$ cat src/hdl/core_exec_consts.vh
// Constants for the instruction execution core: register offsets,
// field positions, operation codes, reset values and cycle counts.
// Assumes an 8-bit byte address on the register bus, 32-bit data.
`ifndef CORE_EXEC_CONSTS_VH
`define CORE_EXEC_CONSTS_VH

// ----------------------------------------------------------------
// Register byte offsets
// ----------------------------------------------------------------
`define OFS_CMD          8'h00
`define OFS_ACC          8'h04
`define OFS_STATUS       8'h08
`define OFS_PC           8'h0C
`define OFS_CONFIG       8'h10
`define OFS_STACK        8'h14
`define OFS_STATE        8'h18
`define FILE_WIN_BIT     7

// ----------------------------------------------------------------
// Command word fields
// ----------------------------------------------------------------
`define CMD_OP_MSB       3
`define CMD_OP_LSB       0
`define CMD_DEST_BIT     4
`define CMD_FILE_MSB     12
`define CMD_FILE_LSB     8
`define CMD_K_MSB        24
`define CMD_K_LSB        16

// ----------------------------------------------------------------
// Operation codes
// ----------------------------------------------------------------
`define OP_IDLE          4'h0
`define OP_JUMP          4'h1
`define OP_OR_LIT        4'h2
`define OP_OR_FILE       4'h3
`define OP_STORE         4'h4
`define OP_MOVE_FILE     4'h5
`define OP_LOAD_LIT      4'h6
`define OP_LOAD_CFG      4'h7
`define OP_RETURN        4'h8

// ----------------------------------------------------------------
// Core status and execution state fields
// ----------------------------------------------------------------
`define ST_ZERO_BIT      2
`define ST_PAGE_MSB      6
`define ST_PAGE_LSB      5
`define EX_BUSY_BIT      0
`define EX_BAD_BIT       2
`define EX_CYC_MSB       5
`define EX_CYC_LSB       4

// ----------------------------------------------------------------
// Reset values, cycle counts, bus answers
// ----------------------------------------------------------------
`define RST_ACC          8'h00
`define RST_STATUS       8'h00
`define RST_PC           11'h000
`define RST_CONFIG       8'hFF
`define RST_STACK        11'h000
`define CYC_SINGLE       2'h1
`define CYC_DOUBLE       2'h2
`define RESP_OKAY        2'h0
`define RESP_SLVERR      2'h2

`endif

$ cat src/hdl/core_exec.v
// Execution core for a small set of 8-bit instructions, driven from
// an AXI4-Lite command register, with accumulator, status, program
// counter, config, stack top and a 32-byte file register window.
// Assumes a single clock aclk and a synchronous active-low reset.
//
// How it works
// - jump loads nine-bit operand into low counter
// - jump fills counter bits 10:9 from page
// - jump takes two cycles, flags untouched
// - literal OR into accumulator, zero updated
// - OR accumulator with file register, zero updated
// - destination bit picks accumulator or file
// - store accumulator to file, flags untouched
// - move file to destination, zero updated
// - load literal into accumulator, flags untouched
// - accumulator copied into config, flags untouched
// - return loads literal, counter from stack top
// - return takes two cycles, fetch discarded
//
// The AXI4-Lite interface to the registers and the address map were left to the implementer.
`timescale 1ns/100ps
`include "core_exec_consts.vh"

module core_exec #(
	parameter FILE_DEPTH = 32
) (
	input  wire        aclk,
	input  wire        aresetn,
	input  wire [7:0]  s_axi_awaddr,
	input  wire [2:0]  s_axi_awprot,
	input  wire        s_axi_awvalid,
	output reg         s_axi_awready,
	input  wire [31:0] s_axi_wdata,
	input  wire [3:0]  s_axi_wstrb,
	input  wire        s_axi_wvalid,
	output reg         s_axi_wready,
	output reg  [1:0]  s_axi_bresp,
	output reg         s_axi_bvalid,
	input  wire        s_axi_bready,
	input  wire [7:0]  s_axi_araddr,
	input  wire [2:0]  s_axi_arprot,
	input  wire        s_axi_arvalid,
	output reg         s_axi_arready,
	output reg  [31:0] s_axi_rdata,
	output reg  [1:0]  s_axi_rresp,
	output reg         s_axi_rvalid,
	input  wire        s_axi_rready,
	output reg  [10:0] pc_out,
	output reg  [7:0]  config_out
);

	// ----------------------------------------------------------------
	// States
	// ----------------------------------------------------------------
	localparam ST_IDLE  = 3'b001;
	localparam ST_EXEC  = 3'b010;
	localparam ST_FLUSH = 3'b100;

	// ----------------------------------------------------------------
	// Storage
	// ----------------------------------------------------------------
	reg  [2:0]  state_r;
	reg  [7:0]  acc_r;
	reg  [7:0]  status_r;
	reg  [10:0] pc_r;
	reg  [7:0]  config_r;
	reg  [10:0] stack_r;
	reg  [3:0]  op_r;
	reg         dest_r;
	reg  [4:0]  fsel_r;
	reg  [8:0]  k_r;
	reg         bad_op_r;
	reg  [1:0]  last_cyc_r;
	reg  [7:0]  file_mem [0:FILE_DEPTH-1];
	reg  [7:0]  aw_addr_r;
	reg         aw_full_r;
	reg  [31:0] w_data_r;
	reg  [3:0]  w_strb_r;
	reg         w_full_r;
	reg  [31:0] rdata_nxt;
	reg  [1:0]  rresp_nxt;
	reg         wr_ok;
	reg  [7:0]  alu_a;
	reg  [7:0]  alu_b;
	wire [7:0]  alu_res;
	wire        alu_zero;
	wire [7:0]  file_sel;
	wire [10:0] pc_inc;
	wire        do_write;
	wire        in_file;
	integer     i;

	assign file_sel = file_mem[fsel_r];
	assign pc_inc   = pc_r + 11'h001;
	assign in_file  = aw_addr_r[`FILE_WIN_BIT];
	// Writes wait while an instruction runs so that software and the
	// core never update the same register in one cycle
	assign do_write = aw_full_r && w_full_r && !s_axi_bvalid && (state_r == ST_IDLE);

	// ----------------------------------------------------------------
	// Result path
	// ----------------------------------------------------------------
	// Operands: accumulator takes part only in the OR forms
	always @* begin
		alu_a = 8'h00;
		alu_b = file_sel;
		case (op_r)
			`OP_OR_LIT: begin
				alu_a = acc_r;
				alu_b = k_r[7:0];
			end
			`OP_OR_FILE: begin
				alu_a = acc_r;
			end
			default: begin
				alu_a = 8'h00;
			end
		endcase
	end

	result_unit #(
		.W      (8)
	) u_result (
		.a      (alu_a),
		.b      (alu_b),
		.result (alu_res),
		.zero   (alu_zero)
	);

	// ----------------------------------------------------------------
	// Write decode
	// ----------------------------------------------------------------
	// Command words must come whole; partial strobes are refused
	always @* begin
		wr_ok = 1'b1;
		if (!in_file) begin
			case (aw_addr_r)
				`OFS_CMD:    wr_ok = (w_strb_r == 4'hF);
				`OFS_ACC:    wr_ok = 1'b1;
				`OFS_STATUS: wr_ok = 1'b1;
				`OFS_PC:     wr_ok = 1'b1;
				`OFS_STACK:  wr_ok = 1'b1;
				`OFS_STATE:  wr_ok = 1'b1;
				default:     wr_ok = 1'b0;
			endcase
		end
	end

	// ----------------------------------------------------------------
	// Write channels
	// ----------------------------------------------------------------
	// Address and data are held apart, so either may arrive first
	always @(posedge aclk) begin
		if (!aresetn) begin
			s_axi_awready <= 1'b1;
			s_axi_wready  <= 1'b1;
			aw_full_r     <= 1'b0;
			w_full_r      <= 1'b0;
			aw_addr_r     <= 8'h00;
			w_data_r      <= 32'h0000_0000;
			w_strb_r      <= 4'h0;
			s_axi_bvalid  <= 1'b0;
			s_axi_bresp   <= `RESP_OKAY;
		end else begin
			if (s_axi_awvalid && s_axi_awready) begin
				aw_addr_r     <= s_axi_awaddr;
				aw_full_r     <= 1'b1;
				s_axi_awready <= 1'b0;
			end
			if (s_axi_wvalid && s_axi_wready) begin
				w_data_r     <= s_axi_wdata;
				w_strb_r     <= s_axi_wstrb;
				w_full_r     <= 1'b1;
				s_axi_wready <= 1'b0;
			end
			if (do_write) begin
				aw_full_r     <= 1'b0;
				w_full_r      <= 1'b0;
				s_axi_awready <= 1'b1;
				s_axi_wready  <= 1'b1;
				s_axi_bvalid  <= 1'b1;
				s_axi_bresp   <= wr_ok ? `RESP_OKAY : `RESP_SLVERR;
			end else if (s_axi_bvalid && s_axi_bready) begin
				s_axi_bvalid <= 1'b0;
			end
		end
	end

	// ----------------------------------------------------------------
	// Read channel
	// ----------------------------------------------------------------
	// Read data is a snapshot taken at the address handshake
	always @* begin
		rdata_nxt = 32'h0000_0000;
		rresp_nxt = `RESP_OKAY;
		if (s_axi_araddr[`FILE_WIN_BIT]) begin
			rdata_nxt = {24'h00_0000, file_mem[s_axi_araddr[6:2]]};
		end else begin
			case (s_axi_araddr)
				`OFS_CMD:    rdata_nxt = {7'h00, k_r, 3'h0, fsel_r, 3'h0, dest_r, op_r};
				`OFS_ACC:    rdata_nxt = {24'h00_0000, acc_r};
				`OFS_STATUS: rdata_nxt = {24'h00_0000, status_r};
				`OFS_PC:     rdata_nxt = {21'h00_0000, pc_r};
				`OFS_CONFIG: rdata_nxt = {24'h00_0000, config_r};
				`OFS_STACK:  rdata_nxt = {21'h00_0000, stack_r};
				`OFS_STATE:  rdata_nxt = {26'h000_0000, last_cyc_r, 1'b0, bad_op_r,
					1'b0, (state_r != ST_IDLE)};
				default:     rresp_nxt = `RESP_SLVERR;
			endcase
		end
	end

	always @(posedge aclk) begin
		if (!aresetn) begin
			s_axi_arready <= 1'b1;
			s_axi_rvalid  <= 1'b0;
			s_axi_rdata   <= 32'h0000_0000;
			s_axi_rresp   <= `RESP_OKAY;
		end else if (s_axi_arvalid && s_axi_arready) begin
			s_axi_arready <= 1'b0;
			s_axi_rvalid  <= 1'b1;
			s_axi_rdata   <= rdata_nxt;
			s_axi_rresp   <= rresp_nxt;
		end else if (s_axi_rvalid && s_axi_rready) begin
			s_axi_rvalid  <= 1'b0;
			s_axi_arready <= 1'b1;
		end
	end

	// ----------------------------------------------------------------
	// Core state and execution
	// ----------------------------------------------------------------
	// Software writes land only in idle, execution only in its own
	// states, so the two never collide on one register
	always @(posedge aclk) begin
		if (!aresetn) begin
			state_r    <= ST_IDLE;
			acc_r      <= `RST_ACC;
			status_r   <= `RST_STATUS;
			pc_r       <= `RST_PC;
			config_r   <= `RST_CONFIG;
			stack_r    <= `RST_STACK;
			op_r       <= `OP_IDLE;
			dest_r     <= 1'b0;
			fsel_r     <= 5'h00;
			k_r        <= 9'h000;
			bad_op_r   <= 1'b0;
			last_cyc_r <= 2'h0;
			pc_out     <= `RST_PC;
			config_out <= `RST_CONFIG;
			for (i = 0; i < FILE_DEPTH; i = i + 1) begin
				file_mem[i] <= 8'h00;
			end
		end else begin
			pc_out     <= pc_r;
			config_out <= config_r;
			case (state_r)
				ST_IDLE: begin
					if (do_write && wr_ok) begin
						if (in_file) begin
							if (w_strb_r[0]) file_mem[aw_addr_r[6:2]] <= w_data_r[7:0];
						end else begin
							case (aw_addr_r)
								`OFS_CMD: begin
									op_r    <= w_data_r[`CMD_OP_MSB:`CMD_OP_LSB];
									dest_r  <= w_data_r[`CMD_DEST_BIT];
									fsel_r  <= w_data_r[`CMD_FILE_MSB:`CMD_FILE_LSB];
									k_r     <= w_data_r[`CMD_K_MSB:`CMD_K_LSB];
									state_r <= ST_EXEC;
								end
								`OFS_ACC: begin
									if (w_strb_r[0]) acc_r <= w_data_r[7:0];
								end
								`OFS_STATUS: begin
									if (w_strb_r[0]) status_r <= w_data_r[7:0];
								end
								`OFS_PC: begin
									if (w_strb_r[0]) pc_r[7:0] <= w_data_r[7:0];
									if (w_strb_r[1]) pc_r[10:8] <= w_data_r[10:8];
								end
								`OFS_STACK: begin
									if (w_strb_r[0]) stack_r[7:0] <= w_data_r[7:0];
									if (w_strb_r[1]) stack_r[10:8] <= w_data_r[10:8];
								end
								`OFS_STATE: begin
									// Write one to clear the bad code flag
									if (w_strb_r[0] && w_data_r[`EX_BAD_BIT]) bad_op_r <= 1'b0;
								end
								default: begin
									state_r <= ST_IDLE;
								end
							endcase
						end
					end
				end
				ST_EXEC: begin
					state_r    <= ST_IDLE;
					last_cyc_r <= `CYC_SINGLE;
					pc_r       <= pc_inc;
					case (op_r)
						`OP_JUMP: begin
							pc_r[8:0]  <= k_r;
							pc_r[10:9] <= status_r[`ST_PAGE_MSB:`ST_PAGE_LSB];
							last_cyc_r <= `CYC_DOUBLE;
							state_r    <= ST_FLUSH;
						end
						`OP_OR_LIT: begin
							acc_r                 <= alu_res;
							status_r[`ST_ZERO_BIT] <= alu_zero;
						end
						`OP_OR_FILE, `OP_MOVE_FILE: begin
							if (dest_r) begin
								file_mem[fsel_r] <= alu_res;
							end else begin
								acc_r <= alu_res;
							end
							status_r[`ST_ZERO_BIT] <= alu_zero;
						end
						`OP_STORE: begin
							file_mem[fsel_r] <= acc_r;
						end
						`OP_LOAD_LIT: begin
							acc_r <= k_r[7:0];
						end
						`OP_LOAD_CFG: begin
							config_r <= acc_r;
						end
						`OP_RETURN: begin
							acc_r      <= k_r[7:0];
							pc_r       <= stack_r;
							last_cyc_r <= `CYC_DOUBLE;
							state_r    <= ST_FLUSH;
						end
						`OP_IDLE: begin
							last_cyc_r <= `CYC_SINGLE;
						end
						default: begin
							// Unknown codes behave as idle and are flagged
							bad_op_r <= 1'b1;
						end
					endcase
				end
				ST_FLUSH: begin
					// Discarded fetch slot: nothing changes
					state_r <= ST_IDLE;
				end
				default: begin
					state_r <= ST_IDLE;
				end
			endcase
		end
	end

endmodule // core_exec

$ cat src/hdl/result_unit.v
// Result path for the execution core: OR or pass-through of a byte,
// with the zero indication of the result.
// Assumes the caller zeroes operand a for a plain move.
`timescale 1ns/100ps

module result_unit #(
	parameter W = 8
) (
	input  wire [W-1:0] a,
	input  wire [W-1:0] b,
	output wire [W-1:0] result,
	output wire         zero
);

	// ----------------------------------------------------------------
	// Combine and test
	// ----------------------------------------------------------------
	// A move is an OR with zero, so one path serves both
	assign result = a | b;
	assign zero   = (result == {W{1'b0}});

endmodule // result_unit

$ cat config.mk
export PLATFORM = sky130hd
export DESIGN_NAME = core_exec
export DESIGN_NICKNAME = d
export VERILOG_FILES = /design/src/hdl/core_exec.v /design/src/hdl/result_unit.v
export VERILOG_INCLUDE_DIRS = /design/src /design/src/hdl
export SDC_FILE = /design/constraint.sdc
export NUM_CORES = 1
export LEC_CHECK = 0
export BUFFER_PORTS_ARGS = -buffer_cell sky130_fd_sc_hd__buf_2
export CORE_AREA = 2 2 248 250
export CTS_BUF_LIST = sky130_fd_sc_hd__clkbuf_16
export DETAILED_ROUTE_END_ITERATION = 7
export DIE_AREA = 0 0 250 252
export PLACE_DENSITY = 0.5
export SLEW_MARGIN = 20
export SYNTH_ARGS = -nofsm -noshare
export SYNTH_HDL_FRONTEND = slang
export SYNTH_SLANG_ARGS = --single-unit
$ cat constraint.sdc
create_clock -name aclk -period 2.6 [get_ports aclk]
set_input_delay 0.52 -clock aclk [delete_from_list [all_inputs] [get_ports aclk]]
set_output_delay 0.52 -clock aclk [all_outputs]
set_load 0.02 [all_outputs]
==> results.cfg, run 1 <==
[run_status]
status = finished, violations left
violations = negative setup slack

[global_route]
grt_pass1_vias = 15492
antenna_found_initial = 0
grt-ovfl-total = 0
grt_pass1_wl_um = 104000
track_usage_pct = 22.3
grt_max_degree = 186

[cells_and_area]
area_delta_synth_final_pct = 31.4
fin_util_pct = 45.8
nets = 2075
finalNonFillerCells = 2826
antenna_cells = 0
layout-drive-gt1-share_pct = 40.5

[placed_design]
gp_congestion = 0.878
dp_slack_ns = -0.367
place_hpwl_um = 49800
dp.cells = 2690
numPortBuffers = 96

[timing]
fin_tns_setup_ns = -58.15
holdWs_ns = 0.126
fin_worst_skew_ns = 0.0328
worstMarginPinSlew_ns = 0.853
period_minus_slack_ns = 2.92
fin_crit_sh_pct = 112
worst_slack_ns = -0.323
slew-limit-headroom_pct = 43.1
setup_violations = 258
drv_slew = 0
fmax_ghz = 0.342
rsz0062_at_grt = yes
hold_viol = 0

[yosys]
synth-edff-count = 256
synth_compound_area_share_pct = 9.16
netlist.area_leader.share_pct = 36.6
async_reset_ff_share_pct = 0
muxShareOfSynthArea_pct = 19.1
synthAdderAreaFrac_pct = 0.0596
netlist_top_cells_area = edfxtp_1 37%, dfxtp_1 15%, mux4_2 15%, nor2_1 5.3%, mux2i_1 3.6%
yosys_register_bits = 416
syn_area_um2 = 21000
ys.flop_type = edfxtp_1
seq_area_frac_synth_pct = 51.9
synth_warnings = 0
synth.avg_cell_area_um2 = 12.0
synth_xor_area_share_pct = 0.167
ys_types = 81
synth_top_family_by_area = multiplexers
syn_inst = 1748
synth_largest_area_cell = edfxtp_1
yosys.area_share.simple_pct = 16.0

[worst_setup_path]
r2r_slack_ns = -0.32
cp_cell_sequence = buf_12 > buf_12 > mux4_2 > o22a_1 > o2111ai_2 > o31a_1 > nor2_1 > a221oi_4 > buf_6 > clkbuf_16 > nor2_1
cp_max_fo = 6
crit_type = reg -> reg
end_kind = flip-flop
rr_worst_depth = 11
slowest_delay_ns = 0.53
critPathArrivalTime_ns = 3.27
r2r_end = file_mem[16][3]$_SDFFCE_PN0P_
cpMaxStageDelayCell = mux4_2
start_kind = flip-flop
required_ns = 2.95

[clock_tree]
cts_tree = built
numCtsBuffers = 48
htreeDepth = 2
clk_path_buf_depth = 3
cts_root_buf = clkbuf_16
clock_latency_ns = 0.60
ctsHoldBuffers = 0
clk_pin_slew_worst_paths_ns = 0.06
cts.sinks = 416

[route]
viasPerCell = 5.64
dr_total_vias = 15934
ant_nets = 0
drcViolationCount = 0
drt_wl_total_um = 73300
firstDrtPassIters = 5
drt_iter0_markers = 1423
wl_per_cell_um = 25.9

[hold_path]
min_path_type = in -> reg
hold-path-cell-count = 2
hp-start = s_axi_wvalid
holdPathEnd = s_axi_wready$_SDFFE_PP1P_

[job]
drv_cap = 0

[die]
die_area_um2 = 63000
core_um2 = 60100
initial_core_util_pct = 34.9
row_count = 90
num_io_pins = 125
die_w_um = 250
die_h_um = 252

[pwr]
peakVddDrop_v = 0.000441
power.leakage_nw = 9.76
power_density_nw_per_um2 = 553
==> final cells by class <==
cell class	count	area, um^2
clock buffers	48	1200
flip-flops and latches	416	10900
repair buffers	339	3450
clock inverters	37	260
multi-input cells	1195	10700
inverters	9	33.8
well taps	782	978
fillers	5407	32600
==> layout by cell type (no fill, tap or decap), types with 9 or more instances in the layout <==
cell / n
nand3_1: 20
a21oi_1: 18
clkbuf_16: 59
buf_6: 13
o21ai_0: 36
mux4_2: 141
buf_2: 93
mux2i_1: 74
buf_12: 53
nand2_4: 21
nor2b_1: 66
buf_4: 154
o211ai_1: 12
nand2_1: 160
nor2_2: 40
conb_1: 12
a221oi_1: 9
a31oi_1: 12
edfxtp_1: 256
a22oi_1: 29
a21boi_0: 50
and2_1: 22
dfxtp_1: 157
nand2b_1: 15
nor2_1: 151
inv_1: 17
nand2_2: 25
nor2_4: 117
==> where the power goes <==
group | internal (W) | leakage [nW] | switching (W)
clock network | 0.00357 | 0.747 | 0.00284
registers | 0.00717 | 3.94 | 0.000157
logic | 0.000660 | 5.07 | 0.000843
total | 0.0114 | 9.76 | 0.00384
==> worst max-delay path by stage <==
stage | slack [ns] | to | from | cells after the start
final | -0.32 | file_mem[16][3]$_SDFFCE_PN0P_ | flip-flop | 11
after global routing | -0.35 | file_mem[17][3]$_SDFFCE_PN0P_ | flip-flop | 11
after CTS | -0.25 | file_mem[27][1]$_SDFFCE_PN0P_ | flip-flop | 11
after detailed placement | -0.37 | file_mem[23][6]$_SDFFCE_PN0P_ | flip-flop | 10
after global placement | -0.33 | file_mem[6][3]$_SDFFCE_PN0P_ | flip-flop | 9
after floorplan | -0.06 | file_mem[1][0]$_SDFFCE_PN0P_ | aresetn | 7
==> per-stage QoR <==
stage / instance area [um^2] / total power, W
6_report: 27600 / 0.0152
5_1_grt: 27600 / 0.0156
4_1_cts: 26100 / 0.0152
3_5_place_dp: 23800 / 0.00866
3_3_place_gp: 23800 / 0.00864
2_1_floorplan: 21100 / 0.00811
==> cell families after synthesis <==
logic type	count (synthesis)
buffers and inverters	148
adder cells (fa/ha/maj)	1
AO/OA/AOI/OAI	249
flip-flops	416
AND/OR/NAND/NOR	707
XOR/XNOR	4
other	1
multiplexers	222
==> sequential cells by signal, indices dropped and copies added, names as in the netlist, 9 cells and up, named ones only <==
| name | cells |
|---|---|
| s_axi_rdata | 22 |
| pc_out | 11 |
| pc_r | 11 |
| file_mem | 256 |
| stack_r | 11 |
| k_r | 9 |
| w_data_r | 22 |
==> metal layers <==
metal	up-vias	global-route usage, %	routed length, um
li1	6998	-	-
met1	8138	30.2	30800
met2	659	36.8	34700
met3	139	3.20	4860
met4	0	7.82	2920
met5	-	0	0
==> cell usage after synthesis, drive strengths merged, types with 6 or more instances <==
library cell	n
and2	22
buf	71
o22ai	9
a221oi	13
or3	6
a21boi	50
a31oi	12
nor2b	66
mux4	141
a22oi	32
o221ai	8
mux2	6
nand3	21
nand2b	18
nor2	308
inv	9
o22a	8
a21oi	28
nor3b	6
o211ai	12
o21ai	39
and3	6
clkbuf	68
nor3	12
edfxtp	256
nand4	7
dfxtp	160
a22o	9
nand2	206
mux2i	75
or2	8
==> worst max-delay path, delay by kind of cell (launching register included) <==
| family | cells | cell delay (ns) |
|---|---|---|
| flops | 1 | 0.39 |
| mux | 1 | 0.53 |
| buf+inv | 4 | 0.64 |
| compound gates | 4 | 0.97 |
| simple gates | 2 | 0.12 |
==> what timing repair did <==
item | in CTS | in global routing
buffers inserted | 22 | 17
gates cloned | 10 | 14
setup endpoints to repair | 286 | 419
pin swaps | 16 | 34
resized for setup | 88 | 288
Power figures use the tool's default switching activity.
==> run 2, diff against run 1 <==
--- a/config.mk
+++ b/config.mk
@@ -6,12 +6,13 @@
 export SDC_FILE = /design/constraint.sdc
 export NUM_CORES = 1
 export LEC_CHECK = 0
-export BUFFER_PORTS_ARGS = -buffer_cell sky130_fd_sc_hd__buf_2
 export CORE_AREA = 2 2 248 250
 export CTS_BUF_LIST = sky130_fd_sc_hd__clkbuf_16
+export CTS_CLUSTER_SIZE = 25
 export DETAILED_ROUTE_END_ITERATION = 7
 export DIE_AREA = 0 0 250 252
-export PLACE_DENSITY = 0.5
+export DONT_BUFFER_PORTS = 1
+export PLACE_DENSITY = 0.48
 export SLEW_MARGIN = 20
 export SYNTH_ARGS = -nofsm -noshare
 export SYNTH_HDL_FRONTEND = slang
==> constraint.sdc (replaced) <==
create_clock -name aclk -period 2.65 [get_ports aclk]
set_input_delay 0.53 -clock aclk [delete_from_list [all_inputs] [get_ports aclk]]
set_output_delay 0.53 -clock aclk [all_outputs]
set_load 0.02 [all_outputs]
==> results.cfg, run 2 (synthesized netlist as in run 1, its figures left out) <==
[run_status]
status = finished, violations left
violations = negative setup slack

[worst_setup_path]
required_ns = 3.00
crit_type = reg -> reg
end_kind = flip-flop
critPathArrivalTime_ns = 3.29
start_kind = flip-flop
cp_max_fo = 10

[timing]
worstMarginPinSlew_ns = 0.815
setup_violations = 268
period_minus_slack_ns = 2.94
rsz0062_at_grt = yes
hold_viol = 0
worst_slack_ns = -0.294
fin_worst_skew_ns = 0.0320
fin_tns_setup_ns = -44.73
fin_crit_sh_pct = 111
drv_slew = 0
slew-limit-headroom_pct = 45.7
fmax_ghz = 0.340

[route]
viasPerCell = 5.65
firstDrtPassIters = 6
ant_nets = 0
drt_wl_total_um = 71300
wl_per_cell_um = 26.5
drcViolationCount = 0
drt_iter0_markers = 1635
dr_total_vias = 15222

[pwr]
totalPowerFinal_w = 0.0148
power.leakage_nw = 8.99
peakVddDrop_v = 0.000363
power_density_nw_per_um2 = 583

[cells_and_area]
final_common_cell = nor2_1
final_cell_mix = 279 x nor2_1, 256 x edfxtp_1, 179 x nand2_1
largestRegisters = file_mem (256), s_axi_rdata (22), w_data_r (22)
nets = 1941
fin_util_pct = 42.3
antenna_cells = 0
nFillCells = 5648
layout-drive-gt1-share_pct = 28.1
top_register = file_mem
area_delta_synth_final_pct = 21.3
largest_reg_flops = 256
final_area_um2 = 25400

[clock_tree]
cts.sinks = 416
clk_pin_slew_worst_paths_ns = 0.06
cts_root_buf = clkbuf_16
clock_latency_ns = 0.60
numCtsBuffers = 47
htreeDepth = 2
cts_tree = built
clk_path_buf_depth = 3

[placed_design]
place_hpwl_um = 49600
gp_congestion = 0.869
numPortBuffers = 0
place_area_um2 = 23000

[global_route]
grt_pass1_vias = 14953
antenna_found_initial = 4
grt-ovfl-total = 0
grt_max_degree = 187
track_usage_pct = 22.1
grt_pass1_wl_um = 102000

[die]
row_count = 90
initial_core_util_pct = 34.9
core_um2 = 60100
die_area_um2 = 63000
num_io_pins = 125
die_w_um = 250
die_h_um = 252

[job]
drv_cap = 0

[hold_path]
hp-start = s_axi_awvalid
min_path_type = in -> reg
[run 2: per-layer routing]
layer,wire length [um],track usage [%]
met4,2740,8.81
met1,30100,30.2
met2,33300,35.2
met5,13,0
met3,5250,3.47
[run 2: cell type report]
cell class                      instances  area [um^2]  area share, %
Clock inverter                         36          278           1.09
Tap cell                              782          978           3.85
Clock buffer                           50         1250           4.92
Timing Repair Buffer                  206         2290           8.99
Multi-Input combinational cell       1195         9720           38.2
Sequential cell                       416        10900           42.8
Inverter                                9         33.8          0.133
[run 2: worst max-delay path: stages (launching register included)]
cell,delay (ns)
dfxtp_4,0.36
buf_12,0.14
buf_16,0.13
buf_6,0.13
mux4_2,0.53
o22ai_1,0.17
buf_4,0.15
o21ai_1,0.11
a31oi_2,0.24
nor2_1,0.09
a221oi_4,0.22
buf_12,0.17
clkbuf_16,0.17
nor2_1,0.05
[run 2: final timing paths]
kind	slack, ns	endpoint	cells after the start
max	-0.29	file_mem[2][2]$_SDFFCE_PN0P_	13
min reg2reg	0.46	status_r[0]$_SDFFE_PN0P_	2
max reg2reg	-0.29	file_mem[2][2]$_SDFFCE_PN0P_	13
min	0.03	s_axi_awready$_SDFFE_PP1P_	1
[run 2: timing repair]
action                     CTS  global route
hold buffers                 2             0
gates cloned                 2             8
hold endpoints to repair     3             0
setup buffers               12            16
pin swaps                    7            12
setup endpoints to repair  314           373
resized for setup           39            47
[run 2: where the power goes]
part | internal (W) | switching, W
logic | 0.000514 | 0.000582
registers | 0.00703 | 0.000159
clock network | 0.00379 | 0.00277
total | 0.0113 | 0.00351
[run 2: stage by stage]
stage	cells	setup WS (ns)	hold WS, ns
floorplan	1759	-0.0167	0.433
global placement	2571	-0.316	0.445
detailed placement	2571	-0.329	0.454
CTS	2673	-0.264	0.000751
global route	2694	-0.333	0.0402
finish	2694	-0.294	0.0297
